[src/pcer_regs.vh]
/*
 Register offsets, field positions, reset values and mask bits for the
 per-channel event status bank.
 Assumes it is included by bare name and defines nothing else.
*/
`ifndef PCER_REGS_VH
`define PCER_REGS_VH

// ----------------------------------------------------------------------
// Command codes
// ----------------------------------------------------------------------
`define PCER_CMD_PWR_VIEW    8'h02
`define PCER_CMD_PWR_CLR     8'h03
`define PCER_CMD_DET_VIEW    8'h04
`define PCER_CMD_DET_CLR     8'h05
`define PCER_CMD_FLT_VIEW    8'h06
`define PCER_CMD_FLT_CLR     8'h07
`define PCER_CMD_STL_VIEW    8'h08
`define PCER_CMD_STL_CLR     8'h09

// ----------------------------------------------------------------------
// Field layout and reset values
// ----------------------------------------------------------------------
`define PCER_HI_MSB          7
`define PCER_HI_LSB          4
`define PCER_LO_MSB          3
`define PCER_LO_LSB          0
`define PCER_EVT_RESET       8'h00
`define PCER_MASK_RESET      8'h80
`define PCER_UNMAPPED_DATA   8'h00

// ----------------------------------------------------------------------
// Interrupt mask bit positions
// ----------------------------------------------------------------------
`define PCER_MSK_START       6
`define PCER_MSK_FAULT       5
`define PCER_MSK_CLASS       4
`define PCER_MSK_DETECT      3
`define PCER_MSK_DISC        2
`define PCER_MSK_PEN         0

`endif

[src/pcer_chg_det.v]
/*
 One change-only event qualifier for one channel and one result type.
 Assumes result and done strobe are synchronous to the clock.
*/
`timescale 1ns/1ps
module pcer_chg_det (
	input  wire       clk,
	input  wire       rst,
	input  wire       done,
	input  wire [3:0] result,
	input  wire       change_only,
	output wire       event_out
);
	reg [3:0] last_r;
	reg       seen_r;

	// Changed means differs from the last completed cycle
	assign event_out = done & (~change_only | ~seen_r |
		(result != last_r));

	always @(posedge clk) begin
		if (rst) begin
			last_r <= 4'h0;
			seen_r <= 1'b0;
		end else if (done) begin
			last_r <= result;
			seen_r <= 1'b1;
		end
	end
endmodule

[src/pcer_evt_byte.v]
/*
 One byte-wide event register: per-bit sticky set, clearing read,
 and per-channel clear on turn-off.
 Assumes set pulses and clear strobes are synchronous to the clock.
*/
`timescale 1ns/1ps
`include "pcer_regs.vh"
module pcer_evt_byte (
	input  wire       clk,
	input  wire       rst,
	input  wire [7:0] set_bits,
	input  wire       read_clear,
	input  wire [3:0] chan_off,
	output reg  [7:0] value_r
);
	wire [7:0] off_mask;
	assign off_mask = {chan_off, chan_off};

	always @(posedge clk) begin
		if (rst)
			value_r <= `PCER_EVT_RESET;
		else
			// Set wins over any clear in the same cycle
			value_r <= (value_r & ~off_mask & {8{~read_clear}}) |
				set_bits;
	end
endmodule

[src/pcer_event_bank.v]
/*
 Per-channel event status bank of a four-channel power-sourcing group.
 Assumes the command interface decodes one read per cycle that RD_STB is high,
 and that channel event pulses are synchronous one-cycle strobes.
*/
`timescale 1ns/1ps
`include "pcer_regs.vh"
module pcer_event_bank (
	input  wire        SYS_CLK,
	input  wire        RST,
	input  wire        RD_STB,
	input  wire [7:0]  RD_CMD,
	input  wire [7:0]  IRQ_MASK,
	input  wire        CLASS_CHANGE_ONLY_OPTION,
	input  wire        DETECT_CHANGE_ONLY_OPTION,
	input  wire        AUTO_MODE,
	input  wire [3:0]  CLASS_DONE,
	input  wire [15:0] CLASS_RESULT,
	input  wire [3:0]  DETECT_DONE,
	input  wire [15:0] DETECT_RESULT,
	input  wire [3:0]  DISCONNECT_EVT,
	input  wire [3:0]  OVERLOAD_EXPIRED,
	input  wire [3:0]  LIMIT_EXPIRED,
	input  wire [3:0]  START_TIME_FAULT,
	input  wire [3:0]  DISCOVERY_ERROR,
	input  wire [3:0]  CHAN_ENABLED,
	input  wire [3:0]  CHAN_OFF,
	output reg  [7:0]  RD_DATA,
	output reg         RD_VALID,
	output reg  [3:0]  POWER_ENABLE_CHANGE_FLAG,
	output reg  [3:0]  POWER_ON_FAULT_LOG,
	output reg  [3:0]  TURN_ON_FAULT_CAUSE,
	output reg         INT_N
);
	// ------------------------------------------------------------------
	// Event qualification
	// ------------------------------------------------------------------
	wire [3:0] class_event_flags;
	wire [3:0] detect_event_flags;
	wire [3:0] turn_on_fault_flags;
	wire [3:0] start_evt;
	wire [3:0] pen_change;
	reg  [3:0] pen_prev_r;
	reg  [3:0] pen_flag_nxt;

	genvar g;
	generate
		for (g = 0; g < 4; g = g + 1) begin : chan
			pcer_chg_det u_cls (
				.clk         (SYS_CLK),
				.rst         (RST),
				.done        (CLASS_DONE[g]),
				.result      (CLASS_RESULT[4*g+3:4*g]),
				.change_only (CLASS_CHANGE_ONLY_OPTION),
				.event_out   (class_event_flags[g])
			);
			pcer_chg_det u_det (
				.clk         (SYS_CLK),
				.rst         (RST),
				.done        (DETECT_DONE[g]),
				.result      (DETECT_RESULT[4*g+3:4*g]),
				.change_only (DETECT_CHANGE_ONLY_OPTION),
				.event_out   (detect_event_flags[g])
			);
		end
	endgenerate

	// Invalid discovery does not count as a start fault in auto mode
	assign start_evt = START_TIME_FAULT |
		(DISCOVERY_ERROR & {4{~AUTO_MODE}});
	assign turn_on_fault_flags = start_evt;
	assign pen_change = CHAN_ENABLED ^ pen_prev_r;

	// ------------------------------------------------------------------
	// Read decode
	// ------------------------------------------------------------------
	wire clr_det;
	wire clr_flt;
	wire clr_stl;
	wire clr_pwr;
	assign clr_det = RD_STB & (RD_CMD == `PCER_CMD_DET_CLR);
	assign clr_flt = RD_STB & (RD_CMD == `PCER_CMD_FLT_CLR);
	assign clr_stl = RD_STB & (RD_CMD == `PCER_CMD_STL_CLR);
	assign clr_pwr = RD_STB & (RD_CMD == `PCER_CMD_PWR_CLR);

	// ------------------------------------------------------------------
	// Event registers
	// ------------------------------------------------------------------
	wire [7:0] det_r;
	wire [7:0] flt_r;
	wire [7:0] stl_r;

	pcer_evt_byte u_det_byte (
		.clk        (SYS_CLK),
		.rst        (RST),
		.set_bits   ({class_event_flags, detect_event_flags}),
		.read_clear (clr_det),
		.chan_off   (CHAN_OFF),
		.value_r    (det_r)
	);

	// Overload counters live outside; clearing here never touches them
	pcer_evt_byte u_flt_byte (
		.clk        (SYS_CLK),
		.rst        (RST),
		.set_bits   ({DISCONNECT_EVT, OVERLOAD_EXPIRED}),
		.read_clear (clr_flt),
		.chan_off   (CHAN_OFF),
		.value_r    (flt_r)
	);

	pcer_evt_byte u_stl_byte (
		.clk        (SYS_CLK),
		.rst        (RST),
		.set_bits   ({LIMIT_EXPIRED, turn_on_fault_flags}),
		.read_clear (clr_stl),
		.chan_off   (CHAN_OFF),
		.value_r    (stl_r)
	);

	// ------------------------------------------------------------------
	// Power-enable change flags and power-on fault log
	// ------------------------------------------------------------------
	always @* begin
		pen_flag_nxt = POWER_ENABLE_CHANGE_FLAG & {4{~clr_pwr}};
		pen_flag_nxt = pen_flag_nxt | pen_change;
	end

	always @(posedge SYS_CLK) begin
		if (RST) begin
			pen_prev_r               <= 4'h0;
			POWER_ENABLE_CHANGE_FLAG <= 4'h0;
			POWER_ON_FAULT_LOG       <= 4'h0;
			TURN_ON_FAULT_CAUSE      <= 4'h0;
		end else begin
			pen_prev_r               <= CHAN_ENABLED;
			POWER_ENABLE_CHANGE_FLAG <= pen_flag_nxt;
			// Non-inrush start faults record their cause
			POWER_ON_FAULT_LOG <= POWER_ON_FAULT_LOG |
				(start_evt & ~pen_flag_nxt);
			TURN_ON_FAULT_CAUSE <= (TURN_ON_FAULT_CAUSE &
				~start_evt) | (START_TIME_FAULT & ~pen_flag_nxt);
		end
	end

	// ------------------------------------------------------------------
	// Read data and interrupt
	// ------------------------------------------------------------------
	reg [7:0] rd_nxt;
	always @* begin
		case (RD_CMD)
		`PCER_CMD_DET_VIEW, `PCER_CMD_DET_CLR: rd_nxt = det_r;
		`PCER_CMD_FLT_VIEW, `PCER_CMD_FLT_CLR: rd_nxt = flt_r;
		`PCER_CMD_STL_VIEW, `PCER_CMD_STL_CLR: rd_nxt = stl_r;
		`PCER_CMD_PWR_VIEW, `PCER_CMD_PWR_CLR:
			rd_nxt = {4'h0, POWER_ENABLE_CHANGE_FLAG};
		default: rd_nxt = `PCER_UNMAPPED_DATA;
		endcase
	end

	// Interrupt follows the post-update bits, so a clearing read
	// releases it one cycle after the read strobe
	wire [3:0] det_live;
	wire [3:0] cls_live;
	wire [3:0] flt_lo;
	wire [3:0] flt_hi;
	wire [3:0] stl_hi;
	wire [3:0] stl_lo;
	wire       irq_any;
	assign cls_live = det_r[`PCER_HI_MSB:`PCER_HI_LSB];
	assign det_live = det_r[`PCER_LO_MSB:`PCER_LO_LSB];
	assign flt_hi   = flt_r[`PCER_HI_MSB:`PCER_HI_LSB];
	assign flt_lo   = flt_r[`PCER_LO_MSB:`PCER_LO_LSB];
	assign stl_hi   = stl_r[`PCER_HI_MSB:`PCER_HI_LSB];
	assign stl_lo   = stl_r[`PCER_LO_MSB:`PCER_LO_LSB];
	assign irq_any =
		(IRQ_MASK[`PCER_MSK_CLASS]  & (|cls_live)) |
		(IRQ_MASK[`PCER_MSK_DETECT] & (|det_live)) |
		(IRQ_MASK[`PCER_MSK_DISC]   & (|flt_hi)) |
		(IRQ_MASK[`PCER_MSK_FAULT]  & (|(flt_lo | stl_hi))) |
		(IRQ_MASK[`PCER_MSK_START]  & (|stl_lo)) |
		(IRQ_MASK[`PCER_MSK_PEN]    & (|POWER_ENABLE_CHANGE_FLAG));

	always @(posedge SYS_CLK) begin
		if (RST) begin
			RD_DATA  <= 8'h00;
			RD_VALID <= 1'b0;
			INT_N    <= 1'b1;
		end else begin
			RD_VALID <= RD_STB;
			if (RD_STB)
				RD_DATA <= rd_nxt;
			INT_N <= ~irq_any;
		end
	end
endmodule

[config.mk]
export PLATFORM = sky130hd
export DESIGN_NAME = pcer_event_bank
export DESIGN_NICKNAME = d
export VERILOG_FILES = /design/src/pcer_chg_det.v /design/src/pcer_evt_byte.v /design/src/pcer_event_bank.v
export VERILOG_INCLUDE_DIRS = /design/src
export SDC_FILE = /design/constraint.sdc
export NUM_CORES = 1
export LEC_CHECK = 0
export BUFFER_PORTS_ARGS = -buffer_cell sky130_fd_sc_hd__buf_4
export CAP_MARGIN = 30
export CORE_AREA = 3 3 91 93
export DETAILED_ROUTE_END_ITERATION = 10
export DIE_AREA = 0 0 94 96
export GPL_ROUTABILITY_DRIVEN = 0
export MAX_ROUTING_LAYER = met4
export PLACE_DENSITY = 0.75
export SYNTH_ARGS = -nofsm -noshare
export SYNTH_HDL_FRONTEND = slang
export SYNTH_SLANG_ARGS = --single-unit
[constraint.sdc]
create_clock -name SYS_CLK -period 2.1 [get_ports SYS_CLK]
set_input_delay 0.105 -clock SYS_CLK [delete_from_list [all_inputs] [get_ports SYS_CLK]]
set_output_delay 0.105 -clock SYS_CLK [all_outputs]
set_load 0.01 [all_outputs]
==> summary.txt <==
Status
  • Status: completed

Global route
  • First-pass GRT wire length: about 15 mm
  • GRT Util Overall: around 22%
  • GRT overflow: 0
  • Vias in the first global route: between 3000 and 4000
  • Largest net degree at the start of global routing: 37
  • Initial antenna violation count: 0

Logic synthesis
  • Synth area leaders: dfxtp_1 (47%), mux2i_1 (10%), nor2_1 (7.0%), xor2_1 (5.7%), a32o_1 (2.3%)
  • Largest family of logic cells by synthesized area: simple AND/OR/NAND/NOR gates
  • Cell Area, Synth: 3860 µm²
  • Simple logic cell fraction of the synthesized area: between 15 and 20%
  • Syn Area/Cell: approximately 9.4 µm²
  • Synth cell types: 39
  • Mux contribution to synthesized area: between 10 and 15%
  • Synth Warn #: 0
  • Post-synth EDFFs: 0
  • Post-Synthesis Cells: 410
  • Synth area leader: dfxtp_1
  • Yosys reg bits: 90
  • Synth Area in Adders: 0%
  • Syn_nets: 500
  • Synth Area in XOR/XNOR: between 7 and 8%
  • Top cell type's share of synthesized area: between 40% and 50%
  • Compound-Gate Fraction of Synth Area: between 10% and 20%
  • Sequential fraction of the synthesis area: 46.7%
  • Ys flop type: dfxtp_1
  • Async S/R FF share, synth: 0%

Placement
  • DP HPWL: 7.03 mm
  • Inst Count DP: ~600
  • Post-DP Area: about 4700 µm²
  • Port bufs: about 110

Detailed routing
  • Routed Wire Length: around 9.7 mm
  • Vias/cell: about 5.3
  • Vias: 3413
  • 1st-iter DRT viols: ~170
  • DRC: 0
  • DR top layer: met4
  • Met3 wire length: around 640 µm
  • Met1 WL: between 4 and 5 mm
  • Met2 wire len: 4.68 mm
  • Drt wl/cell: approximately 15 µm
  • Post-DRT Antenna Nets: 0
  • First-pass DRT Iterations: 4

Floorplanning
  • Die Y: about 96 µm
  • # rows: 32
  • Die span in x: about 94 µm
  • Starting Density: between 50 and 60%
  • Core Area: between 7000 and 8000 µm²
  • Total die area: approximately 9000 µm²
  • # IOs: around 110

Pwr
  • Leak: ~2.4 nW
  • Peak supply drop: ~0.4 mV
  • Pwr dens: 702 nW/µm²

Cells and area
  • Share of layout cells above drive strength 1: 25.2%
  • Post-Layout Cell Count: 649
  • N_diodes: 0
  • Commonest non-fill, non-tap cell in the layout: buf_4
  • Synthesis-to-layout area growth: 36.5%
  • Most frequent cells in the layout: buf_4 (114), dfxtp_1 (90), nor2_1 (72), mux2i_1 (40), dlygate4sd3_1 (32)
  • Final #Nets: ~630
  • Post-layout instance area: 5270 µm²

Clock network
  • CTS max path bufs: 2
  • Number of CTS-inserted buffers: 9
  • CTS sink count: 90
  • CTS tree: yes
  • Post-cts resize count: 0
  • Root Buffer: clkbuf_8
  • H-tree levels: 3
  • CTS clk-pin slew, worst paths: approximately 0.090 ns
  • Clock Latency Late Sink: 0.36 ns

Timing
  • FMAX: approximately 630 MHz
  • Final worst-path cycle share: 76.1%
  • Worst Skew: 0.00898 ns
  • Setup-failing EPs final: 0
  • Rel. slew slack: between 60% and 70%
  • Slew Viols, Final: 0
  • Final setup TNS: 0 ns
  • Worst-margin pin slew: around 0.57 ns
  • Tmin final: between 1.5 and 2 ns
  • Hold Vio Cnt, Final: 0
  • RSZ-0062 raised after global routing: no

Setup path
  • Crit path capture type: flip-flop
  • CP startpoint kind: flip-flop
  • CP top delay family: compound AO/OA/AOI/OAI gates
  • CP required: 2.40 ns
  • Worst Path Arrival: 1.89 ns
  • Crit path kind: flip-flop to flip-flop
  • Worst Path Buf+Inv: 0
  • CP peak stage delay: around 0.54 ns
  • Worst path slowest cell: or4_1
  • Reg2Reg Launch Point: POWER_ENABLE_CHANGE_FLAG[3]$_SDFF_PP0_
  • Crit path max fanout: 4
  • CP Cell Sequence: or4_1, a222oi_1, a41o_1
  • Crit path launch: POWER_ENABLE_CHANGE_FLAG[3]$_SDFF_PP0_

Flow run
  • MaxCap Viol Count: 0

Worst hold path
  • Hold crit path type: primary input to flip-flop
  • Worst hold start: CLASS_RESULT[0]
==> registers in the layout (all words and copies together), names as in the netlist <==
name	flops
chan.u_det.last_r	16
RD_DATA	8
u_flt_byte.value_r	8
u_stl_byte.value_r	8
POWER_ENABLE_CHANGE_FLAG	4
TURN_ON_FAULT_CAUSE	4
chan.u_cls.last_r	16
pen_prev_r	4
chan.u_det.seen_r	4
chan.u_cls.seen_r	4
RD_VALID	1
u_det_byte.value_r	8
POWER_ON_FAULT_LOG	4
INT_N	1
==> worst register-to-register path: cells and delay by family (launching register included) <==
kind            cells  cell delay, ns
flops               1            0.37
simple gates        1            0.54
compound gates      2            0.62
==> what timing repair did <==
item,4_1_cts,5_1_grt
setup buffers,0,0
hold buffers,32,0
endpoints found under the hold margin,32,0
==> worst paths after layout <==
| path | to | slack, ns | cells after the start |
|---|---|---|---|
| worst max-delay path | INT_N$_SDFF_PP1_ | 0.50 | 3 |
| worst min register to register | u_stl_byte.value_r[0]$_SDFF_PP0_ | 0.46 | 1 |
| worst min-delay path | chan[0].u_cls.last_r[0]$_SDFFE_PP0P_ | 0.005 | 3 |
| worst max register to register | INT_N$_SDFF_PP1_ | 0.50 | 3 |
==> synthesized netlist by cell type, types with 6 or more instances <==
cell and instances:
dfxtp_1 90, nor2_1 72, mux2i_1 40, xor2_1 25
inv_1 17, nor3_1 16, a21oi_1 12, clkbuf_1 12
buf_1 11, nor2b_1 10, a32o_1 9, a22o_1 8
a31oi_1 8, nand4_1 8, o21ai_0 8, xnor2_1 8
nand2_1 6, nand2b_1 6
==> logic make-up (layout without fill, tap and decap cells) <==
kind of cell    Yosys count  count (layout)
mux                      43              43
flops                    90              90
xor+xnor                 33              33
buf+inv                  42             179
simple gates            130             130
compound gates           72              72
==> metrics by stage <==
stage	utilization [%]	power (W)	setup WS (ns)	hold WS (ns)
after floorplan	-	0.00222	0.476	0.218
after global placement	62.4	0.00246	0.181	0.310
after detailed placement	62.4	0.00248	0.162	0.317
after CTS	69.3	0.00372	0.515	0.000198
after global routing	69.3	0.00387	0.430	0.0228
final	69.3	0.00370	0.502	0.00517
==> per-layer routing <==
| metal | vias up | track usage, % |
|---|---|---|
| li1 | 1713 | - |
| met3 | 20 | 3.52 |
| met2 | 113 | 37.8 |
| met5 | - | - |
| met1 | 1567 | 26.7 |
| met4 | 0 | 9.87 |
==> report_power, final <==
| part | switching, W | total (W) | leakage, nW | internal [W] |
|---|---|---|---|---|
| Sequential | 0.0000793 | 0.00190 | 0.746 | 0.00182 |
| Clock | 0.000572 | 0.00121 | 0.106 | 0.000640 |
| Combinational | 0.000261 | 0.000593 | 1.54 | 0.000332 |
| Total | 0.000912 | 0.00370 | 2.39 | 0.00279 |
==> final cells by class <==
cell class / instances / area (µm²)
Fill cell: 630 / 2340
Multi-Input combinational cell: 278 / 1890
Sequential cell: 90 / 1800
Timing Repair Buffer: 146 / 1180
Clock buffer: 13 / 169
Tap cell: 102 / 128
Inverter: 18 / 67.6
Clock inverter: 2 / 35.0
(Power assumes the default switching activity.)
